[src/uicid_pkg.sv]
// Package for the interrupt clear and identification register slice.
// Assumes a plain word-addressed register port with byte offsets.
package uicid_pkg;
  // ==========================================================
  // Register offsets
  localparam logic [11:0] UICID_OFF_ICR   = 12'h044;
  localparam logic [11:0] UICID_OFF_RIS   = 12'h03c;
  localparam logic [11:0] UICID_OFF_IMR   = 12'h038;
  localparam logic [11:0] UICID_OFF_IDH0  = 12'hfd0;
  localparam logic [11:0] UICID_OFF_IDH1  = 12'hfd4;
  localparam logic [11:0] UICID_OFF_IDH2  = 12'hfd8;
  localparam logic [11:0] UICID_OFF_IDH3  = 12'hfdc;
  localparam logic [11:0] UICID_OFF_IDL0  = 12'hfe0;
  localparam logic [11:0] UICID_OFF_IDL1  = 12'hfe4;
  localparam logic [11:0] UICID_OFF_IDL2  = 12'hfe8;
  // ==========================================================
  // Field positions of the four sources
  localparam int UICID_BIT_RX  = 4;
  localparam int UICID_BIT_TX  = 5;
  localparam int UICID_BIT_RT  = 6;
  localparam int UICID_BIT_FE  = 7;
  localparam int UICID_NSRC    = 4;
  localparam int UICID_LSB     = UICID_BIT_RX;
  // ==========================================================
  // Reset values
  localparam logic [3:0]  UICID_RST_SRC  = 4'h0;
  localparam logic [31:0] UICID_RST_WORD = 32'h0000_0000;
  // Identity bytes, values arbitrary
  localparam logic [7:0]  UICID_DEF_IDH0 = 8'h21;
  localparam logic [7:0]  UICID_DEF_IDH1 = 8'h43;
  localparam logic [7:0]  UICID_DEF_IDH2 = 8'h65;
  localparam logic [7:0]  UICID_DEF_IDH3 = 8'h87;
  localparam logic [7:0]  UICID_DEF_IDL0 = 8'h5a;
  localparam logic [7:0]  UICID_DEF_IDL1 = 8'ha9;
  localparam logic [7:0]  UICID_DEF_IDL2 = 8'h3c;
endpackage : uicid_pkg

[src/uicid_regs.sv]
// Interrupt clear and identification registers of a serial port.
// Assumes one clock, a synchronous active-low reset, and event pulses
// from the transmitter and receiver on the same clock.
//
// Notes on behaviour
// - Writing one to bit 7 clears the framing-error interrupt.
// - Writing one to bit 6 clears the receive time-out interrupt.
// - Writing one to bit 5 clears the transmit interrupt.
// - Writing one to bit 4 clears the receive interrupt.
// - Writing zero leaves interrupts unchanged; clear bits read zero.
// - Bits 3 to 0 of the clear register are reserved, read zero.
// - Identification registers are read-only constants in bits 7 to 0.
// - Bits 31 to 8 of identification registers read zero.
// - Offsets 0xfd0 to 0xfdc give upper word bytes zero to three.
// - Offsets 0xfe0, 0xfe4, 0xfe8 give lower word bytes zero to two.
// - A clear removes raw and masked status together.
// - Clear register at offset 0x044, resets to zero.
//
// Chosen here: the address-and-strobe port.
module uicid_regs
  import uicid_pkg::*;
#(
  parameter logic [7:0] ID_HI0 = UICID_DEF_IDH0,
  parameter logic [7:0] ID_HI1 = UICID_DEF_IDH1,
  parameter logic [7:0] ID_HI2 = UICID_DEF_IDH2,
  parameter logic [7:0] ID_HI3 = UICID_DEF_IDH3,
  parameter logic [7:0] ID_LO0 = UICID_DEF_IDL0,
  parameter logic [7:0] ID_LO1 = UICID_DEF_IDL1,
  parameter logic [7:0] ID_LO2 = UICID_DEF_IDL2
) (
  input  wire logic        clk,
  input  wire logic        rst_b,
  input  wire logic [11:0] addr,
  input  wire logic [31:0] wdata,
  input  wire logic        wr,
  input  wire logic        rd,
  output logic      [31:0] rdata,
  input  wire logic [3:0]  src_event,
  output logic      [3:0]  raw_status,
  output logic      [3:0]  masked_status,
  output logic             irq
);

  // ==========================================================
  // Elaboration checks
  // Clear field, mask and status read-back share one contiguous layout
  if (UICID_NSRC != 4) begin : g_bad_nsrc
    $error("uicid_regs serves exactly four interrupt sources");
  end
  if (UICID_LSB + UICID_NSRC > 8) begin : g_bad_field
    $error("uicid_regs needs the clear field inside bits 7 to 0");
  end
  if (UICID_BIT_RX != UICID_LSB) begin : g_bad_rx
    $error("uicid_regs needs the receive bit at the bottom of the field");
  end
  if (UICID_BIT_TX != UICID_LSB + 1) begin : g_bad_tx
    $error("uicid_regs needs the transmit bit next to the receive bit");
  end
  if (UICID_BIT_RT != UICID_LSB + 2) begin : g_bad_rt
    $error("uicid_regs needs the time-out bit next to the transmit bit");
  end
  if (UICID_BIT_FE != UICID_LSB + 3) begin : g_bad_fe
    $error("uicid_regs needs the framing bit at the top of the field");
  end
  if (UICID_OFF_ICR[1:0] != 2'b00 || UICID_OFF_IMR[1:0] != 2'b00) begin : g_bad_align
    $error("uicid_regs needs word-aligned register offsets");
  end
  if (UICID_OFF_IMR == UICID_OFF_ICR || UICID_OFF_RIS == UICID_OFF_ICR) begin : g_bad_overlap
    $error("uicid_regs needs distinct control register offsets");
  end
  if (UICID_OFF_IDH0[11:8] != 4'hf || UICID_OFF_IDL2[11:8] != 4'hf) begin : g_bad_idmap
    $error("uicid_regs needs the identity registers in the top page");
  end

  // ==========================================================
  // Source state
  logic [3:0] raw_r;
  logic [3:0] raw_nxt;
  logic [3:0] mask_r;
  logic [3:0] clr_hit;

  assign clr_hit = (wr && addr == UICID_OFF_ICR) ?
                   wdata[UICID_LSB +: UICID_NSRC] : 4'h0;

  // Set wins over a clear in the same cycle
  assign raw_nxt = (raw_r & ~clr_hit) | src_event;

  always_ff @(posedge clk) begin
    if (!rst_b) begin
      raw_r <= UICID_RST_SRC;
    end else begin
      raw_r <= raw_nxt;
    end
  end

  always_ff @(posedge clk) begin
    if (!rst_b) begin
      mask_r <= UICID_RST_SRC;
    end else if (wr && addr == UICID_OFF_IMR) begin
      mask_r <= wdata[UICID_LSB +: UICID_NSRC];
    end
  end

  // ==========================================================
  // Status outputs, registered from next state
  always_ff @(posedge clk) begin
    if (!rst_b) begin
      raw_status <= UICID_RST_SRC;
    end else begin
      raw_status <= raw_nxt;
    end
  end

  always_ff @(posedge clk) begin
    if (!rst_b) begin
      masked_status <= UICID_RST_SRC;
    end else begin
      masked_status <= raw_nxt & mask_r;
    end
  end

  always_ff @(posedge clk) begin
    if (!rst_b) begin
      irq <= 1'b0;
    end else begin
      irq <= |(raw_nxt & mask_r);
    end
  end

  // ==========================================================
  // Read decode
  logic [31:0] rd_val;

  always_comb begin
    rd_val = UICID_RST_WORD;
    case (addr)
      UICID_OFF_ICR:  rd_val = UICID_RST_WORD;
      UICID_OFF_RIS:  rd_val[UICID_LSB +: UICID_NSRC] = raw_r;
      UICID_OFF_IMR:  rd_val[UICID_LSB +: UICID_NSRC] = mask_r;
      UICID_OFF_IDH0: rd_val[7:0] = ID_HI0;
      UICID_OFF_IDH1: rd_val[7:0] = ID_HI1;
      UICID_OFF_IDH2: rd_val[7:0] = ID_HI2;
      UICID_OFF_IDH3: rd_val[7:0] = ID_HI3;
      UICID_OFF_IDL0: rd_val[7:0] = ID_LO0;
      UICID_OFF_IDL1: rd_val[7:0] = ID_LO1;
      UICID_OFF_IDL2: rd_val[7:0] = ID_LO2;
      default:        rd_val = UICID_RST_WORD;
    endcase
  end

  always_ff @(posedge clk) begin
    if (!rst_b) begin
      rdata <= UICID_RST_WORD;
    end else if (rd) begin
      rdata <= rd_val;
    end else begin
      rdata <= UICID_RST_WORD;
    end
  end

  // ==========================================================
  // Checks
  a_clear_drops_raw: assert property (@(posedge clk) disable iff (!rst_b)
    (wr && addr == UICID_OFF_ICR && wdata[UICID_BIT_FE] && !src_event[3])
    |=> !raw_status[3])
    else $error("framing clear did not drop status");
  a_rt_clear: assert property (@(posedge clk) disable iff (!rst_b)
    (wr && addr == UICID_OFF_ICR && wdata[UICID_BIT_RT] && !src_event[2])
    |=> !raw_status[2])
    else $error("time-out clear did not drop status");
  a_tx_clear: assert property (@(posedge clk) disable iff (!rst_b)
    (wr && addr == UICID_OFF_ICR && wdata[UICID_BIT_TX] && !src_event[1])
    |=> !raw_status[1])
    else $error("transmit clear did not drop status");
  a_rx_clear: assert property (@(posedge clk) disable iff (!rst_b)
    (wr && addr == UICID_OFF_ICR && wdata[UICID_BIT_RX] && !src_event[0])
    |=> !raw_status[0])
    else $error("receive clear did not drop status");
  a_zero_keeps: assert property (@(posedge clk) disable iff (!rst_b)
    (wr && addr == UICID_OFF_ICR && !wdata[UICID_BIT_FE] && raw_r[3])
    |=> raw_status[3])
    else $error("zero write changed status");
  a_icr_reads_zero: assert property (@(posedge clk) disable iff (!rst_b)
    (rd && addr == UICID_OFF_ICR) |=> rdata == 32'h0000_0000)
    else $error("clear register read nonzero");
  a_id_upper_read: assert property (@(posedge clk) disable iff (!rst_b)
    (rd && addr == UICID_OFF_IDH3) |=> rdata == {24'h000000, ID_HI3})
    else $error("upper identity byte wrong");
  a_id_lower_read: assert property (@(posedge clk) disable iff (!rst_b)
    (rd && addr == UICID_OFF_IDL2) |=> rdata == {24'h000000, ID_LO2})
    else $error("lower identity byte wrong");
  a_id_reserved: assert property (@(posedge clk) disable iff (!rst_b)
    (rd && addr[11:4] >= 8'hfd && addr[11:4] <= 8'hfe) |=> rdata[31:8] == 24'h000000)
    else $error("identity reserved bits nonzero");
  a_masked_tracks: assert property (@(posedge clk) disable iff (!rst_b)
    masked_status == (raw_status & $past(mask_r)))
    else $error("masked status not tied to raw");
  a_irq_drop: assert property (@(posedge clk) disable iff (!rst_b)
    (wr && addr == UICID_OFF_ICR && (&wdata[7:4]) && src_event == 4'h0)
    |=> !irq)
    else $error("interrupt did not drop after clear");
  a_id_no_write: assert property (@(posedge clk) disable iff (!rst_b)
    (wr && addr == UICID_OFF_IDL0) ##[1:2] (rd && addr == UICID_OFF_IDL0)
    |=> rdata == {24'h000000, ID_LO0})
    else $error("identity changed by write");

  // ==========================================================
  // Check helpers
  // Registered read strobe: rdata may only be nonzero after a read
  logic chk_rd_r;

  always_ff @(posedge clk) begin
    if (!rst_b) begin
      chk_rd_r <= 1'b0;
    end else begin
      chk_rd_r <= rd;
    end
  end

  // ==========================================================
  // Register bus checks
  a_rdata_idle: assert property (@(posedge clk) disable iff (!rst_b)
    !chk_rd_r |-> rdata == 32'h0000_0000)
    else $error("read data not zero outside a read");

  a_mask_read: assert property (@(posedge clk) disable iff (!rst_b)
    (rd && addr == UICID_OFF_IMR) |=> rdata == {24'h000000, $past(mask_r), 4'h0})
    else $error("mask read-back wrong");

  a_raw_read: assert property (@(posedge clk) disable iff (!rst_b)
    (rd && addr == UICID_OFF_RIS) |=> rdata == {24'h000000, $past(raw_r), 4'h0})
    else $error("raw status read-back wrong");

  a_mask_write: assert property (@(posedge clk) disable iff (!rst_b)
    (wr && addr == UICID_OFF_IMR) |=> mask_r == $past(wdata[UICID_LSB +: UICID_NSRC]))
    else $error("mask write not taken");

  a_mask_hold: assert property (@(posedge clk) disable iff (!rst_b)
    !(wr && addr == UICID_OFF_IMR) |=> $stable(mask_r))
    else $error("mask changed without a write");

  a_unmapped_zero: assert property (@(posedge clk) disable iff (!rst_b)
    (rd && addr[11:8] != 4'hf && addr != UICID_OFF_ICR && addr != UICID_OFF_RIS &&
     addr != UICID_OFF_IMR) |=> rdata == 32'h0000_0000)
    else $error("unmapped read nonzero");

  a_status_wr_ignored: assert property (@(posedge clk) disable iff (!rst_b)
    (wr && addr == UICID_OFF_RIS && src_event == 4'h0) |=> raw_status == $past(raw_r))
    else $error("status write changed status");

  a_id_wr_ignored: assert property (@(posedge clk) disable iff (!rst_b)
    (wr && addr[11:8] == 4'hf && src_event == 4'h0) |=> raw_status == $past(raw_r))
    else $error("identity write changed status");

  // ==========================================================
  // Reset and interrupt checks
  a_reset_clean: assert property (@(posedge clk)
    !rst_b |=> rdata == 32'h0000_0000 && raw_status == 4'h0 &&
      masked_status == 4'h0 && !irq)
    else $error("outputs not cleared by reset");

  a_reset_mask: assert property (@(posedge clk)
    !rst_b |=> mask_r == 4'h0)
    else $error("mask not cleared by reset");

  a_irq_level: assert property (@(posedge clk) disable iff (!rst_b)
    irq == |masked_status)
    else $error("interrupt not the OR of masked status");

  a_raw_tracks: assert property (@(posedge clk) disable iff (!rst_b)
    raw_status == raw_r)
    else $error("raw status output not the sticky flags");

  // ==========================================================
  // Per-source checks
  // Bit s of the status ports pairs with bit LSB+s of the clear word
  for (genvar s = 0; s < UICID_NSRC; s++) begin : g_src_chk
    a_set_wins: assert property (@(posedge clk) disable iff (!rst_b)
      src_event[s] |=> raw_status[s])
      else $error("event did not set status");

    a_clear_bit: assert property (@(posedge clk) disable iff (!rst_b)
      (wr && addr == UICID_OFF_ICR && wdata[UICID_LSB + s] && !src_event[s])
      |=> !raw_status[s] && !masked_status[s])
      else $error("clear left a status view set");

    a_zero_holds: assert property (@(posedge clk) disable iff (!rst_b)
      raw_r[s] && !(wr && addr == UICID_OFF_ICR && wdata[UICID_LSB + s])
      |=> raw_status[s])
      else $error("status lost without a clear");

    a_no_spurious: assert property (@(posedge clk) disable iff (!rst_b)
      !src_event[s] && !raw_r[s] |=> !raw_status[s])
      else $error("status set without an event");

    a_mask_gates: assert property (@(posedge clk) disable iff (!rst_b)
      !mask_r[s] |=> !masked_status[s])
      else $error("masked status set while masked");

    a_irq_rise: assert property (@(posedge clk) disable iff (!rst_b)
      src_event[s] && mask_r[s] |=> irq)
      else $error("unmasked event raised no interrupt");

    a_masked_bit: assert property (@(posedge clk) disable iff (!rst_b)
      masked_status[s] == (raw_status[s] && $past(mask_r[s])))
      else $error("masked bit not raw and mask");
  end

  // ==========================================================
  // Identity checks
  // Table order follows the read decode above
  localparam int          ID_COUNT = 7;
  localparam logic [11:0] ID_OFF [ID_COUNT] = '{
    UICID_OFF_IDH0,
    UICID_OFF_IDH1,
    UICID_OFF_IDH2,
    UICID_OFF_IDH3,
    UICID_OFF_IDL0,
    UICID_OFF_IDL1,
    UICID_OFF_IDL2
  };
  localparam logic [7:0]  ID_VAL [ID_COUNT] = '{
    ID_HI0,
    ID_HI1,
    ID_HI2,
    ID_HI3,
    ID_LO0,
    ID_LO1,
    ID_LO2
  };

  for (genvar k = 0; k < ID_COUNT; k++) begin : g_id_chk
    a_id_value: assert property (@(posedge clk) disable iff (!rst_b)
      (rd && addr == ID_OFF[k]) |=> rdata == {24'h000000, ID_VAL[k]})
      else $error("identity byte wrong");

    a_id_top_zero: assert property (@(posedge clk) disable iff (!rst_b)
      (rd && addr == ID_OFF[k]) |=> rdata[31:8] == 24'h000000)
      else $error("identity upper bits nonzero");

    a_id_kept: assert property (@(posedge clk) disable iff (!rst_b)
      (wr && addr == ID_OFF[k]) ##[1:2] (rd && addr == ID_OFF[k])
      |=> rdata == {24'h000000, ID_VAL[k]})
      else $error("identity byte changed by write");
  end

endmodule // uicid_regs

[config.mk]
export PLATFORM = sky130hd
export DESIGN_NAME = uicid_regs
export DESIGN_NICKNAME = d
export VERILOG_FILES = /design/src/uicid_pkg.sv /design/src/uicid_regs.sv
export SDC_FILE = /design/constraint.sdc
export NUM_CORES = 1
export LEC_CHECK = 0
export ABC_CLOCK_PERIOD_IN_PS = 2900
export BUFFER_PORTS_ARGS = -buffer_cell sky130_fd_sc_hd__buf_2
export CAP_MARGIN = 20
export CORE_UTILIZATION = 42
export DETAILED_ROUTE_END_ITERATION = 8
export HOLD_SLACK_MARGIN = 0.03
export PLACE_DENSITY_LB_ADDON = 0.2
export SKIP_CTS_REPAIR_TIMING = 1
export SYNTH_ARGS = -nofsm -noshare
export SYNTH_HDL_FRONTEND = slang
export SYNTH_SLANG_ARGS = --single-unit
export TNS_END_PERCENT = 1
[constraint.sdc]
create_clock -name clk -period 2.9 [get_ports clk]
set_input_delay 0.145 -clock clk [delete_from_list [all_inputs] [get_ports clk]]
set_output_delay 0.145 -clock clk [all_outputs]
set_load 0.01 [all_outputs]
==> results.md <==
* Worst Hold Depth at 3
* R2R depth at 3
* Synth Register Bits at 21
* Worst setup EP type: register
* Power Dens Cells at 388 nW/um2
* DR WL/cell at 11.7 um
* Dpl ws at 1.28 ns
* Initial Util at a little under half
* Mean area per synthesized cell at around 8 um2
* First-pass GRT wire length at ~3.9 mm
* WP data required at about 3.1 ns
* Tmin final at around 1.3 ns
* Vias/cell at around 5.1
* Vias in the first global route at around 950
* Die width at between 50 and 60 um
* Core footprint at approximately 2500 um2
* DRC Markers at 0
* Crit-path cells: buf_2, nor4b_1, nand4_2, o31ai_1, a41oi_1
* HP Class: input port to register
* Total Nets Final at 235
* Worst path bufs/invs at 1
* Die height at ~55 um
* RSZ-0062 raised after global routing: false
* Setup violators final at 0
* Hold_ws at slightly above 0.09 ns
* Post-DP HPWL at between 1.5 and 2 mm
* Final setup skew at around 0.0066 ns
* Fmax at around 750 MHz
* PnR worst setup slack at 1.56 ns
* Final Hold Fails at 0
* Kind of critical path: input port to register
* Initial antenna violation count at 0
* Setup TNS at 0 ns
* Total grt overflow at 0
* Via count at ~1100
* Htree depth at 1
* WL final at 2.48 mm
* Pleak at between 0.6 and 0.7 nW
* CP max-delay cell: nor4b_1
* I/O pin count at 93
* Layout cells sized above 1 at 25.8%
* Tcrit/Tclk final at 46.1%
* CP delay by family, top: simple AND/OR/NAND/NOR gates
* Synth warnings at 0
* CTS tree: built
* CP Depth at 5
* Gate Count Post-Synth at approximately 140
* Tot GR Track Use at around 18%
* Outcome: complete, no violations
* Count of cell types in the netlist at 33
* Placer Congestion at 0.768
* Crit-path max FO at 8
* First drt pass iteration count at 4
* Max Root-Sink Buffers at 2
* Largest net degree at the start of global routing at 15
* Clk slew on worst S/H paths at 0.12 ns
* Routed Antenna Nets at 0
* Crit start category: input port
* Worst VDD drop at 0.224 mV
* Area of the mapped netlist at around 1200 um2
* CP peak stage delay at around 0.43 ns
* Dominant synthesized flop cell: dfxtp_1
* PortBufs at 40
* Fillers at 260
* CTS Root Cell: clkbuf_4
* Synth async-reset ratio at 0%
* Clock sinks at 21
* P&R area growth vs syn at 13.4%
* Max Cap Viol at 0
* Final Max Slew Viols at 0
* Die area at about 3000 um2
* Post-synth EDFFs at 0
* Worst Path Arrival at 1.52 ns
* Inserted Clock Buffers at 3
* Diode count at 0
* Worst-Skew Late Latency at approximately 0.30 ns
* Initial DRC count at 23
* Seq/Total Area, Yosys at 36.1%
* Row count at 18
==> metrics by stage <==
stage	power (mW)	instance area [um2]	cells	util, %
2_1_floorplan	0.368	1250	165	-
3_3_place_gp	0.373	1290	208	50.8
3_5_place_dp	0.376	1290	208	50.8
4_1_cts	0.513	1320	212	51.9
5_1_grt	0.537	1320	212	51.9
6_report	0.512	1320	212	51.9
==> path summary, 6_finish.rpt <==
path                            startpoint                           to  slack [ns]
setup / recovery                   addr[1]               irq$_SDFF_PN0_        1.56
hold / removal                    wdata[7]       mask_r[3]$_SDFFE_PN0P_        0.09
setup reg to reg  raw_status[3]$_SDFF_PN0_          rdata[7]$_SDFF_PN0_        1.92
hold reg to reg     mask_r[2]$_SDFFE_PN0P_  masked_status[2]$_SDFF_PN0_        0.48
==> logic make-up (layout without fill, tap and decap cells) <==
| kind of cell | Yosys count | after routing | share of synthesized area (%) |
|---|---|---|---|
| DFF | 21 | 21 | 36.1 |
| buffers and inverters | 38 | 55 | 20.2 |
| muxes | 5 | 5 | 4.62 |
| AOI/OAI and AO/OA | 40 | 40 | 20.8 |
| and+or+nand+nor | 37 | 37 | 18.0 |
| other | 1 | 24 | 0.322 |
==> report_power, final <==
part / internal [mW] / total (mW) / switching (mW)
clock network: 0.0536 / 0.141 / 0.0872
logic: 0.0249 / 0.0748 / 0.0499
registers: 0.292 / 0.296 / 0.00368
==> Yosys cell counts (2+ instances only) <==
| cell | number | area, um2 |
|---|---|---|
| nand2b_1 | 2 | 12.5 |
| nand4b_1 | 2 | 17.5 |
| inv_1 | 10 | 37.5 |
| o21ai_0 | 10 | 50.1 |
| nand3_1 | 5 | 25.0 |
| buf_2 | 2 | 10.0 |
| o31ai_1 | 4 | 30.0 |
| a21oi_1 | 15 | 75.1 |
| o21a_1 | 5 | 37.5 |
| nand2_1 | 7 | 26.3 |
| mux2i_1 | 2 | 20.0 |
| dfxtp_1 | 21 | 420 |
| nand4_1 | 2 | 12.5 |
| mux2_2 | 3 | 33.8 |
| nor2_1 | 8 | 30.0 |
| buf_4 | 24 | 180 |
| nor3_1 | 4 | 20.0 |
==> final cells by class <==
cell class / count / area, um2 / area share, %
well taps: 30 / 37.5 / 2.84
repair buffers: 40 / 200 / 15.2
multi-input cells: 106 / 594 / 45.0
inverters: 11 / 41.3 / 3.13
clock buffers: 4 / 26.3 / 1.99
flip-flops and latches: 21 / 420 / 31.8
==> tightest hold or removal path: cells and delay by family <==
family	cells	cell delay [ns]
AO/OA/AOI/OAI	1	0.05
AND/OR/NAND/NOR	1	0.06
buffers and inverters	1	0.11
==> metal layers <==
metal / up-vias / routed length, um / global-route usage (%) / part of all wire, %
met2: 47 / 1210 / 30.7 / 49
met3: 5 / 153 / 1.67 / 6.2
met1: 505 / 1070 / 22.5 / 43
li1: 529 / - / - / -
met4: 0 / 44 / 9.40 / 1.8
met5: - / 0 / 0 / 0
==> placed cells by master, fill, tap and decap left out, types with 2 or more instances in the layout <==
master / Yosys / routed
buf_2: 2 / 40
conb_1: 1 / 24
dfxtp_1: 21 / 21
a21oi_1: 15 / 15
inv_1: 10 / 10
o21ai_0: 10 / 10
nor2_1: 8 / 8
nand2_1: 7 / 7
nand3_1: 5 / 5
o21a_1: 5 / 5
nor3_1: 4 / 4
o31ai_1: 4 / 4
mux2_2: 3 / 3
clkbuf_4: 0 / 3
nand4_1: 2 / 2
nand4b_1: 2 / 2
mux2i_1: 2 / 2
nand2b_1: 2 / 2
==> registers in the layout, summed over array words and instances (netlist names) <==
name	cells
irq	1
masked_status	4
rdata	8
mask_r	4
raw_status	4
(Power assumes the default switching activity.)
